### src/hw/igr_pkg.sv
// Shared constants, types and decode helpers for the ion gauge remote control block
package igr_pkg;
  // Clock rate in kHz, so that ms * kHz gives cycles without overflow
  localparam int CLK_KHZ       = 125000;
  localparam int REM_LOW_MS    = 25;    // Least low time of a remote press
  localparam int REM_HIGH_MS   = 105;   // Least high time before next press
  localparam int DISP_TICK_MS  = 1;     // Display bus update period
  localparam int WDOG_MS       = 100;   // Watchdog checkpoint window
  localparam int REM_LOW_CYC   = REM_LOW_MS * CLK_KHZ;
  localparam int REM_HIGH_CYC  = REM_HIGH_MS * CLK_KHZ;
  localparam int DISP_TICK_CYC = DISP_TICK_MS * CLK_KHZ;
  localparam int WDOG_TO_CYC   = WDOG_MS * CLK_KHZ;
  localparam int WDOG_RST_CYC  = 16;    // Length of a watchdog reset
  localparam int CNT_W         = 24;    // Width of the long timers
  localparam int ADDR_W        = 5;
  localparam int DATA_W        = 32;
  // Register byte offsets
  localparam logic [ADDR_W-1:0] REG_CMD  = 5'h00;
  localparam logic [ADDR_W-1:0] REG_CFG  = 5'h04;
  localparam logic [ADDR_W-1:0] REG_STAT = 5'h08;
  localparam logic [ADDR_W-1:0] REG_MSG  = 5'h0c;
  localparam logic [ADDR_W-1:0] REG_CAP  = 5'h10;
  // Command bits, write one to act
  localparam int CMD_G1_ON  = 0;
  localparam int CMD_G1_OFF = 1;
  localparam int CMD_G2_ON  = 2;
  localparam int CMD_G2_OFF = 3;
  localparam int CMD_DG_ON  = 4;
  localparam int CMD_DG_OFF = 5;
  localparam int CMD_W      = 6;
  // Status bit of the sticky refusal flag
  localparam int STAT_REFUSED = 6;
  localparam logic [1:0] RESP_OKAY   = 2'b00;
  localparam logic [1:0] RESP_SLVERR = 2'b10;
  localparam logic [3:0] MSG_SLOT    = 4'hf;
  // Degas pressure limits, BCD mantissa d.d and signed exponent
  localparam logic [7:0]        TORR_MANT = 8'h50;
  localparam logic signed [4:0] TORR_EXP  = 5'sh1b;  // -5
  localparam logic [7:0]        PA_MANT   = 8'h66;
  localparam logic signed [4:0] PA_EXP    = 5'sh1d;  // -3
  // Remote input qualifier states, Gray along the path
  typedef enum logic [1:0] {
    Q_IDLE = 2'b00,
    Q_LOW  = 2'b01,
    Q_HELD = 2'b11,
    Q_REL  = 2'b10
  } igr_q_e;
  // True when the pressure lies below the degas limit of the units
  function automatic logic igr_degas_ok(input logic [7:0] mant,
                                        input logic signed [4:0] ex,
                                        input logic pa);
    logic signed [4:0] le;
    logic [7:0]        lm;
    le = pa ? PA_EXP : TORR_EXP;
    lm = pa ? PA_MANT : TORR_MANT;
    return (ex < le) || ((ex == le) && (mant < lm));
  endfunction : igr_degas_ok
endpackage : igr_pkg

### src/hw/igr_qual.sv
// Press qualifier: synchroniser, least low time and least high time
`timescale 1ns/1ns
module igr_qual
  import igr_pkg::*;
#(
  parameter int LOW_CYC  = REM_LOW_CYC,
  parameter int HIGH_CYC = REM_HIGH_CYC
) (
  input  wire logic clk_i,
  input  wire logic rst_i,
  input  wire logic ce_i,
  input  wire logic pin_n_i,   // Active low key or remote pin
  output logic      press_o    // One cycle per recognised press
);
  logic             s1_reg;    // First synchroniser stage
  logic             s2_reg;    // Second stage, the only one read
  igr_q_e           st_reg;    // Qualifier state
  logic [CNT_W-1:0] cnt_reg;   // Low or high duration counter
  wire low_done  = (cnt_reg == CNT_W'(LOW_CYC - 1));
  wire high_done = (cnt_reg == CNT_W'(HIGH_CYC - 1));

  //////////////////////////////////////////////////////////////////
  // two-stage sync
  always_ff @(posedge clk_i or posedge rst_i)
    if (rst_i)
    begin
      s1_reg <= 1'b1;
      s2_reg <= 1'b1;
    end
    else if (ce_i)
    begin
      s1_reg <= pin_n_i;
      s2_reg <= s1_reg;
    end

  // duration state machine; bounce restarts the count
  always_ff @(posedge clk_i or posedge rst_i)
    if (rst_i)
    begin
      st_reg  <= Q_IDLE;
      cnt_reg <= '0;
      press_o <= 1'b0;
    end
    else if (ce_i)
    begin
      press_o <= 1'b0;
      cnt_reg <= cnt_reg + 1'b1;
      case (st_reg)
        Q_IDLE:                        // Wait for a low
        begin
          cnt_reg <= '0;
          if (!s2_reg) st_reg <= Q_LOW;
        end
        Q_LOW:                         // Low must last unbroken
          if (s2_reg) st_reg <= Q_IDLE;
          else if (low_done)
          begin
            press_o <= 1'b1;
            st_reg  <= Q_HELD;
          end
        Q_HELD:                        // Still low after recognition
        begin
          cnt_reg <= '0;
          if (s2_reg) st_reg <= Q_REL;
        end
        Q_REL:                         // A new low returns to held, no press
          if (!s2_reg) st_reg <= Q_HELD;
          else if (high_done) st_reg <= Q_IDLE;
        default: st_reg <= Q_IDLE;
      endcase
    end
endmodule : igr_qual

### src/hw/igr_wdog.sv
// Watchdog: resets the processor when a checkpoint is missed
`timescale 1ns/1ns
module igr_wdog
  import igr_pkg::*;
#(
  parameter int TO_CYC = WDOG_TO_CYC
) (
  input  wire logic clk_i,
  input  wire logic rst_i,
  input  wire logic ce_i,
  input  wire logic kick_i,   // Checkpoint pulse, same clock
  output logic      wrst_o    // Processor reset, level
);
  logic [CNT_W-1:0] cnt_reg;  // Time since last checkpoint
  logic [4:0]       rc_reg;   // Remaining reset cycles
  wire expire = (cnt_reg == CNT_W'(TO_CYC - 1)) && !kick_i;

  //////////////////////////////////////////////////////////////////
  // timeout raises a fixed-length reset
  always_ff @(posedge clk_i or posedge rst_i)
    if (rst_i)
    begin
      cnt_reg <= '0;
      rc_reg  <= '0;
      wrst_o  <= 1'b0;
    end
    else if (ce_i)
    begin
      cnt_reg <= (kick_i || expire) ? '0 : cnt_reg + 1'b1;
      if (expire) rc_reg <= 5'(WDOG_RST_CYC - 1);
      else if (rc_reg != '0) rc_reg <= rc_reg - 1'b1;
      wrst_o  <= expire || (rc_reg != '0);
    end
endmodule : igr_wdog

### src/hw/igr_top.sv
// Ion gauge remote control: switching, interlocks, relays, display bus
`timescale 1ns/1ns
module igr_top
  import igr_pkg::*;
#(
  parameter int REM_LOW_CYC_P   = REM_LOW_CYC,
  parameter int REM_HIGH_CYC_P  = REM_HIGH_CYC,
  parameter int DISP_TICK_CYC_P = DISP_TICK_CYC,
  parameter int WDOG_TO_CYC_P   = WDOG_TO_CYC
) (
  input  wire logic              CLK_I,
  input  wire logic              SYS_RST_I,
  input  wire logic              CE_I,
  // AXI4-Lite slave
  input  wire logic [ADDR_W-1:0] S_AXI_AWADDR_I,
  input  wire logic              S_AXI_AWVALID_I,
  output logic                   S_AXI_AWREADY_O,
  input  wire logic [DATA_W-1:0] S_AXI_WDATA_I,
  input  wire logic [3:0]        S_AXI_WSTRB_I,
  input  wire logic              S_AXI_WVALID_I,
  output logic                   S_AXI_WREADY_O,
  output logic [1:0]             S_AXI_BRESP_O,
  output logic                   S_AXI_BVALID_O,
  input  wire logic              S_AXI_BREADY_I,
  input  wire logic [ADDR_W-1:0] S_AXI_ARADDR_I,
  input  wire logic              S_AXI_ARVALID_I,
  output logic                   S_AXI_ARREADY_O,
  output logic [DATA_W-1:0]      S_AXI_RDATA_O,
  output logic [1:0]             S_AXI_RRESP_O,
  output logic                   S_AXI_RVALID_O,
  input  wire logic              S_AXI_RREADY_I,
  // Front panel keys and rear remote pins, all active low except FAULT_SRC_DEGAS_I
  input  wire logic              KEY_G1_N_I,
  input  wire logic              KEY_G2_N_I,
  input  wire logic              KEY_DEGAS_N_I,
  input  wire logic              REM_G1_N_I,
  input  wire logic              REM_G2_N_I,
  input  wire logic              REM_DEGAS_N_I,
  input  wire logic              KEY_INHIBIT_N_I,
  input  wire logic              GAUGE_INHIBIT_N_I,
  input  wire logic              FAULT_SRC_DEGAS_I,
  // Same-clock logic inputs
  input  wire logic [1:0]        AUTO_ON_I,
  input  wire logic [7:0]        PRESS_MANT_I,
  input  wire logic [4:0]        PRESS_EXP_I,
  input  wire logic              FAULT_DET_I,
  input  wire logic              WDOG_KICK_I,
  // Relays and outputs
  output logic                   FIL1_RELAY_O,
  output logic                   FIL2_RELAY_O,
  output logic                   FAULT_RELAY_O,
  output logic                   DEGAS_ON_O,
  output logic                   WDOG_RST_O,
  output logic                   DISP_STB_O,
  output logic [3:0]             DISP_SLOT_O,
  output logic [7:0]             DISP_DATA_O
);
  //////////////////////////////////////////////////////////////////
  // Declarations
  logic [5:0]        ev;          // Press pulses: keys 2:0, remotes 5:3
  logic [2:0]        lv1_reg;     // First sync stage of level pins
  logic [2:0]        lv2_reg;     // Second sync stage
  logic [1:0]        g_reg;       // Gauge filaments on
  logic              dg_reg;      // Degas on
  logic              relay_reg;   // Fault relay drive
  logic              pa_reg;      // Pascal units selected
  logic              ref_reg;     // Sticky refusal flag
  logic [7:0]        msg_reg;     // Inter-processor message byte
  logic [7:0]        cap_m_reg;   // Captured mantissa
  logic [4:0]        cap_e_reg;   // Captured exponent
  logic [CMD_W-1:0]  cmd_reg;     // Command pulses from software
  logic [16:0]       tick_reg;    // Millisecond divider
  logic              aw_full_reg; // Held write address
  logic [ADDR_W-1:0] awa_reg;
  logic              w_full_reg;  // Held write data
  logic [DATA_W-1:0] wd_reg;
  logic              ws0_reg;     // Low byte lane enabled
  logic [1:0]        g_next;
  logic              dg_next;
  logic [DATA_W-1:0] rd_next;

  //////////////////////////////////////////////////////////////////
  // keys and remotes share one qualifier design
  localparam logic [5:0] PIN_ZERO = 6'h00;
  wire [5:0] pins_n = {REM_DEGAS_N_I, REM_G2_N_I, REM_G1_N_I,
                       KEY_DEGAS_N_I, KEY_G2_N_I, KEY_G1_N_I} | PIN_ZERO;
  for (genvar i = 0; i < 6; i++)
  begin : g_qual
    igr_qual #(
      .LOW_CYC  (REM_LOW_CYC_P),
      .HIGH_CYC (REM_HIGH_CYC_P)
    ) u_qual (
      .clk_i   (CLK_I),
      .rst_i   (SYS_RST_I),
      .ce_i    (CE_I),
      .pin_n_i (pins_n[i]),
      .press_o (ev[i])
    );
  end

  igr_wdog #(
    .TO_CYC (WDOG_TO_CYC_P)
  ) u_wdog (
    .clk_i  (CLK_I),
    .rst_i  (SYS_RST_I),
    .ce_i   (CE_I),
    .kick_i (WDOG_KICK_I),
    .wrst_o (WDOG_RST_O)
  );

  // Level pins: inhibits and jumper, two stages before use
  always_ff @(posedge CLK_I or posedge SYS_RST_I)
    if (SYS_RST_I)
    begin
      lv1_reg <= 3'h3;
      lv2_reg <= 3'h3;
    end
    else if (CE_I)
    begin
      lv1_reg <= {FAULT_SRC_DEGAS_I, GAUGE_INHIBIT_N_I, KEY_INHIBIT_N_I};
      lv2_reg <= lv1_reg;
    end

  wire key_inh   = !lv2_reg[0];
  wire gauge_inh = !lv2_reg[1];
  wire jmp_degas = lv2_reg[2];

  //////////////////////////////////////////////////////////////////
  // Request decode
  // panel keys gated by key inhibit
  wire [2:0] key_ev = ev[2:0] & {3{!key_inh}};
  // a press toggles; key or remote
  wire [2:0] tog = key_ev | ev[5:3];
  // three sources of gauge on, two of gauge off and of degas
  wire on1  = (tog[0] & !g_reg[0]) | AUTO_ON_I[0] | cmd_reg[CMD_G1_ON];
  wire on2  = (tog[1] & !g_reg[1]) | AUTO_ON_I[1] | cmd_reg[CMD_G2_ON];
  wire off1 = (tog[0] & g_reg[0]) | cmd_reg[CMD_G1_OFF];
  wire off2 = (tog[1] & g_reg[1]) | cmd_reg[CMD_G2_OFF];
  wire dg_on  = (tog[2] & !dg_reg) | cmd_reg[CMD_DG_ON];
  wire dg_off = (tog[2] & dg_reg) | cmd_reg[CMD_DG_OFF];
  // pressure limit in the units selected
  wire p_ok  = igr_degas_ok(PRESS_MANT_I, $signed(PRESS_EXP_I), pa_reg);
  wire dg_ok = p_ok && (g_next != 2'b00);
  wire refuse = ((on1 | on2) & gauge_inh) | (dg_on & !dg_ok);
  wire fault_w = FAULT_DET_I | WDOG_RST_O;

  // Next gauge state; gauge one wins a same-cycle tie
  always_comb
  begin
    // inhibit forces both off, refuses on
    if (gauge_inh) g_next = 2'b00;
    // turning one on turns the other off
    else if (on1) g_next = 2'b01;
    else if (on2) g_next = 2'b10;
    else g_next = g_reg & ~{off2, off1};
  end

  // Degas needs a running gauge; it drops with the gauge
  always_comb
  begin
    if (g_next == 2'b00) dg_next = 1'b0;
    else if (dg_on && dg_ok) dg_next = 1'b1;
    else if (dg_off) dg_next = 1'b0;
    else dg_next = dg_reg;
  end

  //////////////////////////////////////////////////////////////////
  // Gauge, degas and relay state
  always_ff @(posedge CLK_I or posedge SYS_RST_I)
    if (SYS_RST_I)
    begin
      g_reg     <= 2'b00;
      dg_reg    <= 1'b0;
      relay_reg <= 1'b0;
    end
    else if (CE_I)
    begin
      g_reg     <= g_next;
      dg_reg    <= dg_next;
      // energised unless fault, or degas by jumper
      relay_reg <= jmp_degas ? dg_reg : !fault_w;
    end

  assign FIL1_RELAY_O  = g_reg[0];
  assign FIL2_RELAY_O  = g_reg[1];
  assign FAULT_RELAY_O = relay_reg;
  assign DEGAS_ON_O    = dg_reg;

  //////////////////////////////////////////////////////////////////
  // Display bus: one slot per ms, sixteen slots a frame
  wire tick = (tick_reg == 17'(DISP_TICK_CYC_P - 1));
  wire [3:0] slot_n = DISP_SLOT_O + 4'h1;

  always_ff @(posedge CLK_I or posedge SYS_RST_I)
    if (SYS_RST_I)
    begin
      tick_reg    <= '0;
      DISP_STB_O  <= 1'b0;
      DISP_SLOT_O <= MSG_SLOT;
      DISP_DATA_O <= 8'h00;
    end
    else if (CE_I)
    begin
      tick_reg   <= tick ? '0 : tick_reg + 1'b1;
      DISP_STB_O <= tick;
      if (tick)
      begin
        DISP_SLOT_O <= slot_n;
        // Message slot, else mantissa on even and exponent on odd
        DISP_DATA_O <= (slot_n == MSG_SLOT) ? msg_reg :
                       slot_n[0] ? {3'h0, PRESS_EXP_I} : PRESS_MANT_I;
      end
    end

  // capture pressure from the bus itself
  always_ff @(posedge CLK_I or posedge SYS_RST_I)
    if (SYS_RST_I)
    begin
      cap_m_reg <= 8'h00;
      cap_e_reg <= 5'h00;
    end
    else if (CE_I && DISP_STB_O && DISP_SLOT_O != MSG_SLOT)
    begin
      if (DISP_SLOT_O[0]) cap_e_reg <= DISP_DATA_O[4:0];
      else cap_m_reg <= DISP_DATA_O;
    end

  //////////////////////////////////////////////////////////////////
  // AXI4-Lite write: address and data held until both are present
  assign S_AXI_AWREADY_O = CE_I && !aw_full_reg;
  assign S_AXI_WREADY_O  = CE_I && !w_full_reg;
  wire wr_go  = aw_full_reg && w_full_reg && !S_AXI_BVALID_O;
  wire wr_lo  = wr_go && ws0_reg;
  wire wr_cmd = wr_lo && awa_reg == REG_CMD;
  wire wr_cfg = wr_lo && awa_reg == REG_CFG;
  wire wr_st  = wr_lo && awa_reg == REG_STAT;
  wire wr_msg = wr_lo && awa_reg == REG_MSG;
  wire wr_map = awa_reg == REG_CMD || awa_reg == REG_CFG ||
                awa_reg == REG_STAT || awa_reg == REG_MSG;

  // Channel holding registers and write response
  always_ff @(posedge CLK_I or posedge SYS_RST_I)
    if (SYS_RST_I)
    begin
      aw_full_reg    <= 1'b0;
      awa_reg        <= '0;
      w_full_reg     <= 1'b0;
      wd_reg         <= '0;
      ws0_reg        <= 1'b0;
      S_AXI_BVALID_O <= 1'b0;
      S_AXI_BRESP_O  <= RESP_OKAY;
    end
    else if (CE_I)
    begin
      if (S_AXI_AWVALID_I && S_AXI_AWREADY_O)
      begin
        aw_full_reg <= 1'b1;
        awa_reg     <= S_AXI_AWADDR_I;
      end
      if (S_AXI_WVALID_I && S_AXI_WREADY_O)
      begin
        w_full_reg <= 1'b1;
        wd_reg     <= S_AXI_WDATA_I;
        ws0_reg    <= S_AXI_WSTRB_I[0];
      end
      if (wr_go)
      begin
        aw_full_reg    <= 1'b0;
        w_full_reg     <= 1'b0;
        S_AXI_BVALID_O <= 1'b1;
        S_AXI_BRESP_O  <= wr_map ? RESP_OKAY : RESP_SLVERR;
      end
      else if (S_AXI_BREADY_I) S_AXI_BVALID_O <= 1'b0;
    end

  // Software state; refusal flag set wins over the clear
  always_ff @(posedge CLK_I or posedge SYS_RST_I)
    if (SYS_RST_I)
    begin
      cmd_reg <= '0;
      pa_reg  <= 1'b0;
      ref_reg <= 1'b0;
      msg_reg <= 8'h00;
    end
    else if (CE_I)
    begin
      cmd_reg <= wr_cmd ? wd_reg[CMD_W-1:0] : '0;
      if (wr_cfg) pa_reg <= wd_reg[0];
      if (wr_msg) msg_reg <= wd_reg[7:0];
      ref_reg <= refuse || (ref_reg && !(wr_st && wd_reg[STAT_REFUSED]));
    end

  //////////////////////////////////////////////////////////////////
  // AXI4-Lite read: one outstanding, answer one cycle after address
  assign S_AXI_ARREADY_O = CE_I && !S_AXI_RVALID_O;
  wire rd_map = S_AXI_ARADDR_I == REG_CFG || S_AXI_ARADDR_I == REG_STAT ||
                S_AXI_ARADDR_I == REG_MSG || S_AXI_ARADDR_I == REG_CAP ||
                S_AXI_ARADDR_I == REG_CMD;

  // Read data select; command register reads zero
  always_comb
  begin
    rd_next = '0;
    case (S_AXI_ARADDR_I)
      REG_CFG:  rd_next[0] = pa_reg;
      REG_STAT: rd_next[6:0] = {ref_reg, gauge_inh, key_inh, fault_w,
                                dg_reg, g_reg};
      REG_MSG:  rd_next[7:0] = msg_reg;
      REG_CAP:  rd_next[12:0] = {cap_e_reg, cap_m_reg};
      default:  rd_next = '0;
    endcase
  end

  // Read response register
  always_ff @(posedge CLK_I or posedge SYS_RST_I)
    if (SYS_RST_I)
    begin
      S_AXI_RVALID_O <= 1'b0;
      S_AXI_RDATA_O  <= '0;
      S_AXI_RRESP_O  <= RESP_OKAY;
    end
    else if (CE_I)
    begin
      if (S_AXI_ARVALID_I && S_AXI_ARREADY_O)
      begin
        S_AXI_RVALID_O <= 1'b1;
        S_AXI_RDATA_O  <= rd_next;
        S_AXI_RRESP_O  <= rd_map ? RESP_OKAY : RESP_SLVERR;
      end
      else if (S_AXI_RREADY_I) S_AXI_RVALID_O <= 1'b0;
    end
endmodule : igr_top

### config.mk
export PLATFORM = sky130hd
export DESIGN_NAME = igr_top
export DESIGN_NICKNAME = d
export VERILOG_FILES = /design/src/hw/igr_pkg.sv /design/src/hw/igr_qual.sv /design/src/hw/igr_wdog.sv /design/src/hw/igr_top.sv
export SDC_FILE = /design/constraint.sdc
export NUM_CORES = 1
export LEC_CHECK = 0
export ABC_AREA = 1
export BUFFER_PORTS_ARGS = -buffer_cell sky130_fd_sc_hd__buf_4
export CAP_MARGIN = 5
export CORE_ASPECT_RATIO = 0.7
export CORE_MARGIN = 1
export CORE_UTILIZATION = 45
export DETAILED_ROUTE_END_ITERATION = 16
export PLACE_DENSITY = 0.7
export SYNTH_ARGS = -nofsm -noshare
export SYNTH_HDL_FRONTEND = slang
export SYNTH_SLANG_ARGS = --single-unit
### constraint.sdc
create_clock -name CLK_I -period 9.37 [get_ports CLK_I]
set_input_delay 1.4055 -clock CLK_I [delete_from_list [all_inputs] [get_ports CLK_I]]
set_output_delay 1.4055 -clock CLK_I [all_outputs]
set_load 0.01 [all_outputs]
Yosys cells after proc, flatten, opt, wreduce, memory -nomap -nowiden:

Index checks and enable logic that the tools add are counted.

* register bits after elaboration: 308
* latch bits: 0
* memory bits (writable): 0
* ROM bits: 0
* input port bits: 80
* output and inout port bits: 59
* word-level logic and storage cells: 345
* memories: 0

* $add $sub $neg: 10
* $mul: 0
* div/mod/pow operators: 0
* order comparisons: 2
* equal/unequal tests: 66
* shift operators: 0
* muxes and demuxes: 96
* bitwise logic cells: 24
* reductions and logical operators: 89

Operators with widths (number)
* 24-bit by 1-bit adder with 24-bit output (second input constant): 7
* 24-bit equality test (second input constant): 7
* 24-bit 2-to-1 mux: 7
* 24-bit by 22-bit equality test with 1-bit output (second input constant): 6
* 2-bit 2-to-1 mux: 41
* 2-bit one-hot mux with 4 select lines: 6
* 1-bit 2-to-1 mux: 30
* 2-bit AND reduction: 15
* 5-bit AND reduction: 6
* 2-bit equality test (second input constant): 12
* 1-bit logical AND: 21
* 5-bit by 4-bit equality test with 1-bit output (second input constant): 4
* 3-bit by 1-bit inequality test with 1-bit output (second input constant): 6
* 3-bit inequality test (second input constant): 6
* 6-bit one-hot mux with 3 select lines: 1
* 17-bit by 1-bit adder with 17-bit output (second input constant): 1
* 17-bit equality test (second input constant): 1
* 17-bit 2-to-1 mux: 1
* 8-bit 2-to-1 mux: 2
* 5-bit 2-to-1 mux: 3
* 2-bit logical NOT: 7
* 1-bit logical NOT: 13
* 2-bit by 1-bit equality test with 1-bit output (second input constant): 6
* 6-bit 2-to-1 mux: 2
* 27 further kinds: 76

Longest topological paths before layout:

Gate-level depths: netlist (run 1).

* depth in word-level cells: 15
* gate-level depth with buffers: 13
* mapped depth without buffers: 13

Hierarchy:

Synthesis (run 1) repeated with hierarchy kept, for this count alone.

* cells, all modules: 2541
* area total of the unflattened synthesis: 18288.8 µm²

Modules (own cells, without submodules)
* igr_qual: instances 6, cells an instance 279, area each 1900.6 µm²
* igr_top: instances 1, cells an instance 617, area each 5109.9 µm²
* igr_wdog: instances 1, cells an instance 250, area each 1775.5 µm²

Worst setup path after synthesis (run 1):

Ideal clock, no wire load.

* path type: input -> output
* from: input port CE_I
* to: output port S_AXI_WREADY_O
* data arrival time: 2190 ps
* required time: 7965 ps
* path slack: 5774 ps
* stages on the path: 6
* path buffers: 4
* cell sequence: inv_2 -> buf_6 -> buf_6 -> buf_2 -> buf_2 -> nor2_1

* word-level cells in the longest chain between the ends: 1

Ends and longest elaborated chain
* start, declared: line igr_top.sv:13 `input wire logic CE_I,`
* 1-bit logical AND: line igr_top.sv:231 `assign S_AXI_WREADY_O = CE_I && !w_full_reg;`
* end, declared: line igr_top.sv:21 `output logic S_AXI_WREADY_O,`

No other way between the ends.

Worst setup path after layout (run 1):

* from: input port CE_I
* to: output port S_AXI_AWREADY_O

* word-level cells in the longest chain between the ends: 1

Ends and longest elaborated chain
* 1-bit logical AND: line igr_top.sv:230 `assign S_AXI_AWREADY_O = CE_I && !aw_full_reg;`
* end, declared: line igr_top.sv:17 `output logic S_AXI_AWREADY_O,`

No other way between the ends.

==> flow_summary.yaml, run 1 <==
logic_synthesis:
  synthAdderAreaFrac_pct: 3.36
  post_synth_and_or_nand_nor_area_fraction_pct: 32.6
  avgSynthCellArea_um2: 7.40
  synthesis.area_um2: 17500
  synth_compound_area_share_pct: 8.95
  synthMuxAreaShare_pct: 0.322
  synth_top_flop_cell: "dfrtp_1"
  async_flop_share_pct: 100
  synth_top_family_by_area: "simple AND/OR/NAND/NOR gates"
  ys_seq_area_share_pct: 43.9
  synth_warnings: 0
  ys_ff_latch: 306
  synth_edf_count: 0
  yosysUniqueCellTypes: 52
  synth_xor_area_share_pct: 1.70
  synthCells: 2365
setup_path:
  path_class: "input port to primary output"
  r2r_end: "g_qual[0].u_qual.cnt_reg[4]$_DFFE_PP0P_"
  worstPathArrival_ns: 3.40
  reg2reg_depth: 6
  end_kind: "primary output"
  r2r-start: "g_qual[0].u_qual.st_reg[0]$_DFFE_PP0P_"
  cpPeakStageDelay_ns: 0.44
  crit_required_ns: 7.96
  crit_fanout: 40
  cp_slowest_cell: "clkinv_2"
  r2r_slack_ns: 6.74
  path_cells: "buf_4 -> clkinv_2 -> buf_4 -> buf_4 -> nor2_1 -> buf_4"
  cp-start-kind: "input port"
  crit_top_cell: "buf_4"
routing:
  routed_wl_mm: 42.2
  routedWlPerCell_um: 14.1
  dr.pass1.iters: 5
  dr.first_iter.drc_count: 1424
  drt.antenna.violating_nets: 0
  dr_total_vias: 15500
  viasPerCell: 5.18
  drc: 0
sta:
  rsz0062_at_grt: "false"
  finalHoldViolations: 0
  period_minus_slack_ns: 4.80
  slew_headroom_pct: 25.6
  final-setup-viol-count: 0
  holdWs_ns: 0.469
  tightest_slew_ns: 1.12
  period_share_pct: 51.2
  drv_slew: 0
  finalSetupTns_ns: 0
  fin_skew_ns: 0.0134
  max_freq_mhz: 208
pwr:
  p_sw_mw: 1.25
  p_int_mw: 2.64
  clockPowerShare_pct: 35.5
  ir_worst_vdd_mv: 0.135
  p_seq_share_pct: 42.1
  p_leak_nw: 9.18
  combPwrFrac_pct: 22.3
  power_density_nw_per_um2: 198
  sw_frac_of_total_pct: 32.2
cells_and_area:
  num-fill-cells: 3607
  diodes: 0
  final_layout_size_suffix_gt1_share_pct: 9.19
  layout_common_cells: "nand2_1, nor2_1, inv_1"
  largest_reg_flops: 144
  final_common_cell: "nand2_1"
  final_nets: 2574
  layout.cells.non_filler: 2998
  area_growth_pct: 12.5
placement:
  io_buffers: 90
  place.gp.congestion: 0.899
  dp_hpwl_mm: 30.2
  placed_cells: 2942
worst_hold_path:
  hold_class: "flip-flop to flip-flop"
  whs_path_depth: 2
  min-delay-start: "g_qual[3].u_qual.s1_reg$_DFFE_PP1P_"
  hold_end: "g_qual[3].u_qual.s1_reg$_DFFE_PP1P_"
die:
  fp.dieW_um: 238
  io_pins: 139
  die_area_um2: 39700
  die_h_um: 167
  core-area_um2: 38400
  start_util_pct: 45.6
  rows: 60
cts:
  post_cts_buffers: 0
  post_cts_resized: 0
  cts-root-buf: "clkbuf_16"
  htreeDepth: 1
  cts_buffer_depth: 3
  clkTransAtPathRegs_ns: 0.06
  clkSinkCount: 306
  clk_latency_ns: 0.57
  cts_tree: "yes"
  hold_buffers: 0
  cts_buffers: 30
status:
  status: "completed"
global_routing:
  grt_pass1_wl_mm: 71.4
  grt_usage_pct: 21.5
  grt_max_degree: 183
  antenna_found_initial: 0
  gr-total-overflow: 0
  first_global_vias: 14500
job:
  cap_viol_max_count: 0
-- layer usage --
| layer | vias to the layer above | routed length, um | track usage [%] |
|---|---|---|---|
| met5 | - | 0 | 0 |
| met4 | 0 | 1140 | 5.86 |
| met3 | 71 | 2150 | 2.69 |
| met2 | 403 | 17900 | 31.7 |
| met1 | 7298 | 21100 | 32.9 |
| li1 | 7764 | - | - |
-- cells by family (layout without fill, tap and decap cells) --
family / Yosys count / in the layout
DFF: 306 / 306
muxes: 5 / 5
buffers and inverters: 378 / 464
adders and majority gates: 47 / 47
other: 1 / 21
and+or+nand+nor: 1297 / 1297
xor gates and xnor gates: 34 / 34
AOI/OAI and AO/OA: 297 / 297
-- synth_stat cells, types with 2 or more instances --
library cell  instances  area share, %
nor3_4                3           0.28
nor4_1                6           0.21
nand3b_1              5           0.21
o211ai_1              6           0.26
nor3_1               76            2.2
nor3_2               10           0.57
and3_1                3           0.11
o22ai_1               8           0.29
buf_4                23           0.99
xnor2_1               4           0.20
buf_2                30           0.86
buf_6                 6           0.39
a211oi_1              4           0.17
dfstp_2              20            3.0
nor4_4                2           0.24
clkbuf_1              7           0.15
clkinv_1              3          0.064
nand3_1             160            4.6
inv_2                 3          0.064
a21oi_1             126            3.6
nor2_1              352            7.6
nor3b_2               3           0.21
o21a_1                5           0.21
nor4_2                4           0.29
ha_1                 47            3.4
a31oi_1               7           0.25
nand2_1             564             12
xor2_1               30            1.5
nor3b_1               6           0.26
o21ai_0             132            3.8
mux2_2                5           0.32
o31ai_1               5           0.21
or2_2                 4           0.14
inv_1               304            6.5
nand4_1              74            2.6
nand2_2               7           0.25
nor2_2               11           0.39
dfrtp_1             286             41
-- cell type report --
cell class / count / area (um2) / area share (%)
clock inverters: 14 / 249 / 1.26
well taps: 527 / 659 / 3.35
multi-input cells: 1701 / 8290 / 42.1
inverters: 311 / 1170 / 5.96
flip-flops and latches: 306 / 7680 / 39.0
clock buffers: 42 / 887 / 4.51
repair buffers: 97 / 741 / 3.76
-- power groups by stage --
stage          logic [mW]  clock network (mW)  registers [mW]
6_report            0.871                1.39            1.64
5_1_grt              1.00                1.47            1.66
4_1_cts             0.874                1.42            1.64
3_5_place_dp        0.868                   0            1.66
3_3_place_gp        0.824                   0            1.65
2_1_floorplan       0.652                   0            1.63
-- how the worst max path moves through the flow --
| stage | start | to | slack (ns) | cells after the start |
|---|---|---|---|---|
| 6_report | CE_I | S_AXI_AWREADY_O | 4.57 | 6 |
| 3_3_place_gp | CE_I | S_AXI_AWREADY_O | 4.62 | 6 |
| 2_1_floorplan | SYS_RST_I | DEGAS_ON_O$_DFFE_PP0P_ | 3.91 | 1 |
| 4_1_cts | CE_I | S_AXI_AWREADY_O | 4.59 | 6 |
| 5_1_grt | CE_I | S_AXI_AWREADY_O | 4.43 | 6 |
| 3_5_place_dp | CE_I | S_AXI_AWREADY_O | 4.60 | 6 |
-- critical path: cells and delay by family --
kind | cells | cell delay, ns
and+or+nand+nor | 1 | 0.18
buffers and inverters | 5 | 1.74
-- per-stage QoR --
step | instance area, um2 | total power, mW | utilization (%) | worst slack [ns]
CTS | 19700 | 3.93 | 51.3 | 4.59
floorplan | 17600 | 2.28 | - | 3.91
global placement | 18600 | 2.48 | 48.4 | 4.62
detailed placement | 18600 | 2.53 | 48.4 | 4.60
global route | 19700 | 4.14 | 51.3 | 4.43
finish | 19700 | 3.90 | 51.3 | 4.57
No activity file was read; power rests on OpenSTA's default activity.
==> inputs of run 2 (changes only) <==
ABC_AREA = 0   (was 1)
PLACE_DENSITY = 0.68   (was 0.7)
clock period = 5 ns   (was 9.37 ns; I/O delays follow)
==> run 2 against run 1 <==
Global-route usage is 1.7 points lower. Total power is 83% higher. Synthesized area is 9.3% lower. Via count is 24% lower. Utilization is 0.80 points higher. Synthesized cell count is 33% lower. Die area is 9.2% lower. Wire length is 17% lower. Critical path depth is 1 lower. Worst setup slack worse by 2.6 ns. Largest cell class is now registers. Largest power group unchanged. Highest routed layer unchanged.
==> flow_summary.yaml, run 2 <==
status:
  status: "completed"
die:
  core-area_um2: 34700
  die_area_um2: 36000
  start_util_pct: 45.8
  rows: 57
  fp.dieW_um: 226
  die_h_um: 159
  io_pins: 139
routing:
  drt.antenna.violating_nets: 0
  routedWlPerCell_um: 16.1
  dr.pass1.iters: 5
  viasPerCell: 5.45
  routed_wl_mm: 34.9
  dr_total_vias: 11800
  dr.first_iter.drc_count: 898
  drc: 0
cts:
  clkSinkCount: 306
  htreeDepth: 1
  cts-root-buf: "clkbuf_16"
  cts_buffer_depth: 3
  post_cts_resized: 0
  hold_buffers: 0
  cts_tree: "yes"
  post_cts_buffers: 0
  clk_latency_ns: 0.57
  cts_buffers: 31
  clkTransAtPathRegs_ns: 0.06
logic_synthesis:
  synth_top_flop_cell: "dfrtp_1"
  ys_ff_latch: 306
  avgSynthCellArea_um2: 9.94
  async_flop_share_pct: 100
  synthCells: 1596
  synth_area_leader_cell: "dfrtp_1"
  synth_top_area_share_pct: 45.1
  synthesis.area_um2: 15900
  synthTopCellsByArea: "dfrtp_1, xnor2_1, mux2_2, nor2_1, ha_1"
  synth_warnings: 0
  yosysMostFrequentCell: "dfrtp_1"
  yosysUniqueCellTypes: 68
  synth_edf_count: 0
  synth_commonest_cells: "dfrtp_1, nor2_1, nand2_1, xnor2_1, o21ai_0"
  ys_seq_area_share_pct: 48.4
sta:
  period_share_pct: 60.1
  finalSetupTns_ns: 0
  rsz0062_at_grt: "false"
  period_minus_slack_ns: 3.01
  max_freq_mhz: 333
  final-setup-viol-count: 0
  tightest_slew_ns: 1.05
  drv_slew: 0
  fin_skew_ns: 0.0136
  finalHoldViolations: 0
  slew_headroom_pct: 28.8
cells_and_area:
  diodes: 0
  final_layout_size_suffix_gt1_share_pct: 14.7
  area_growth_pct: 13.9
  largest_reg_flops: 144
  num-fill-cells: 3106
  final_nets: 1802
  final_common_cell: "dfrtp_1"
  layout_common_cells: "dfrtp_1, nor2_1, nand2_1"
  layout.cells.non_filler: 2172
job:
  cap_viol_max_count: 0
global_routing:
  gr-total-overflow: 0
  grt_max_degree: 127
  grt_usage_pct: 19.8
  antenna_found_initial: 0
  first_global_vias: 11200
  grt_pass1_wl_mm: 58.7
setup_path:
  reg2reg_depth: 5
  r2r_end: "DISP_DATA_O[7]$_DFFE_PP0P_"
  crit_required_ns: 4.25
  crit_top_cell: "buf_4"
  path_class: "input port to primary output"
  crit_fanout: 58
  r2r_slack_ns: 2.40
  cp-start-kind: "input port"
  path_cells: "buf_4 -> inv_2 -> buf_12 -> nor2_1 -> buf_4"
  r2r-start: "tick_reg[5]$_DFFE_PP0P_"
  worstPathArrival_ns: 2.26
  cp_slowest_cell: "buf_4"
  cpPeakStageDelay_ns: 0.50
  end_kind: "primary output"
worst_hold_path:
  hold_class: "input port to asynchronous set/reset pin"
placement:
  placed_cells: 2113
  place.gp.congestion: 0.856
  io_buffers: 90
  dp_hpwl_mm: 24.1
pwr:
  p_leak_nw: 7.93
  power_density_nw_per_um2: 394
  ir_worst_vdd_mv: 0.274
-- run 2: cell types whose count changed after synthesis, sizes merged, moves of 22 or more --
| cell | before | now |
|---|---|---|
| mux2 | 5 | 63 |
| and3 | 3 | 28 |
| nand2 | 571 | 127 |
| nand3 | 162 | 66 |
| or3 | 0 | 22 |
| a21oi | 126 | 39 |
| inv | 307 | 64 |
| clkbuf | 8 | 43 |
| nor2 | 364 | 177 |
| o21ai | 133 | 77 |
| buf | 59 | 35 |
| xnor2 | 4 | 91 |
| nor3 | 89 | 62 |
-- run 2: metal layers --
layer | wire length [um] | GRT usage [%]
met5 | 0 | 0
met4 | 600 | 3.84
met3 | 1170 | 2.68
met2 | 15400 | 29.4
met1 | 17800 | 30.9
-- run 2: cells by family (layout without fill, tap and decap cells) --
logic type	count (synthesis)	count (layout)	synth area share (%)
simple gates	682	682	22.5
flops	306	306	48.4
compound gates	196	196	8.00
buf+inv	143	227	3.94
xor+xnor	138	138	7.62
mux	83	83	5.76
fa+ha+maj	47	47	3.71
other cells	1	21	0.0236
-- run 2: layout make-up --
type / instances / area (um2) / share of cell area, %
multi-input cells: 1167 / 7630 / 42.2
clock inverters: 12 / 199 / 1.10
clock buffers: 46 / 912 / 5.05
flip-flops and latches: 306 / 7680 / 42.5
well taps: 472 / 591 / 3.27
repair buffers: 104 / 806 / 4.46
inverters: 65 / 248 / 1.37
-- run 2: how the worst max path moves through the flow --
stage	slack, ns	end	from	cells after the start
4_1_cts	2.01	S_AXI_ARREADY_O	CE_I	5
6_report	1.99	S_AXI_ARREADY_O	CE_I	5
3_3_place_gp	1.92	msg_reg[3]$_DFFE_PP0P_	CE_I	5
3_5_place_dp	1.87	msg_reg[0]$_DFFE_PP0P_	CE_I	5
5_1_grt	1.91	S_AXI_ARREADY_O	CE_I	5
2_1_floorplan	0.20	DEGAS_ON_O$_DFFE_PP0P_	SYS_RST_I	1
-- run 2: report_power, final --
part           internal, mW  switching, mW  leakage [nW]
Clock                  1.52          0.999         0.549
Sequential             2.79          0.324          4.07
Combinational         0.645          0.837          3.32
-- run 2: metrics by stage --
stage | setup slack [ns] | total power, mW | utilization, % | hold WS [ns] | cell area [um2]
global route | 1.91 | 7.53 | 52.1 | 0.170 | 18100
detailed placement | 1.87 | 4.64 | 48.9 | 0.467 | 16900
CTS | 2.01 | 7.19 | 52.1 | 0.146 | 18100
floorplan | 0.195 | 4.19 | - | 0.448 | 15900
finish | 1.99 | 7.12 | 52.1 | 0.163 | 18100
global placement | 1.92 | 4.57 | 48.9 | 0.464 | 16900
-- run 2: critical path: cells and delay by family --
family	cells	cell delay (ns)
simple gates	1	0.13
buf+inv	4	1.31
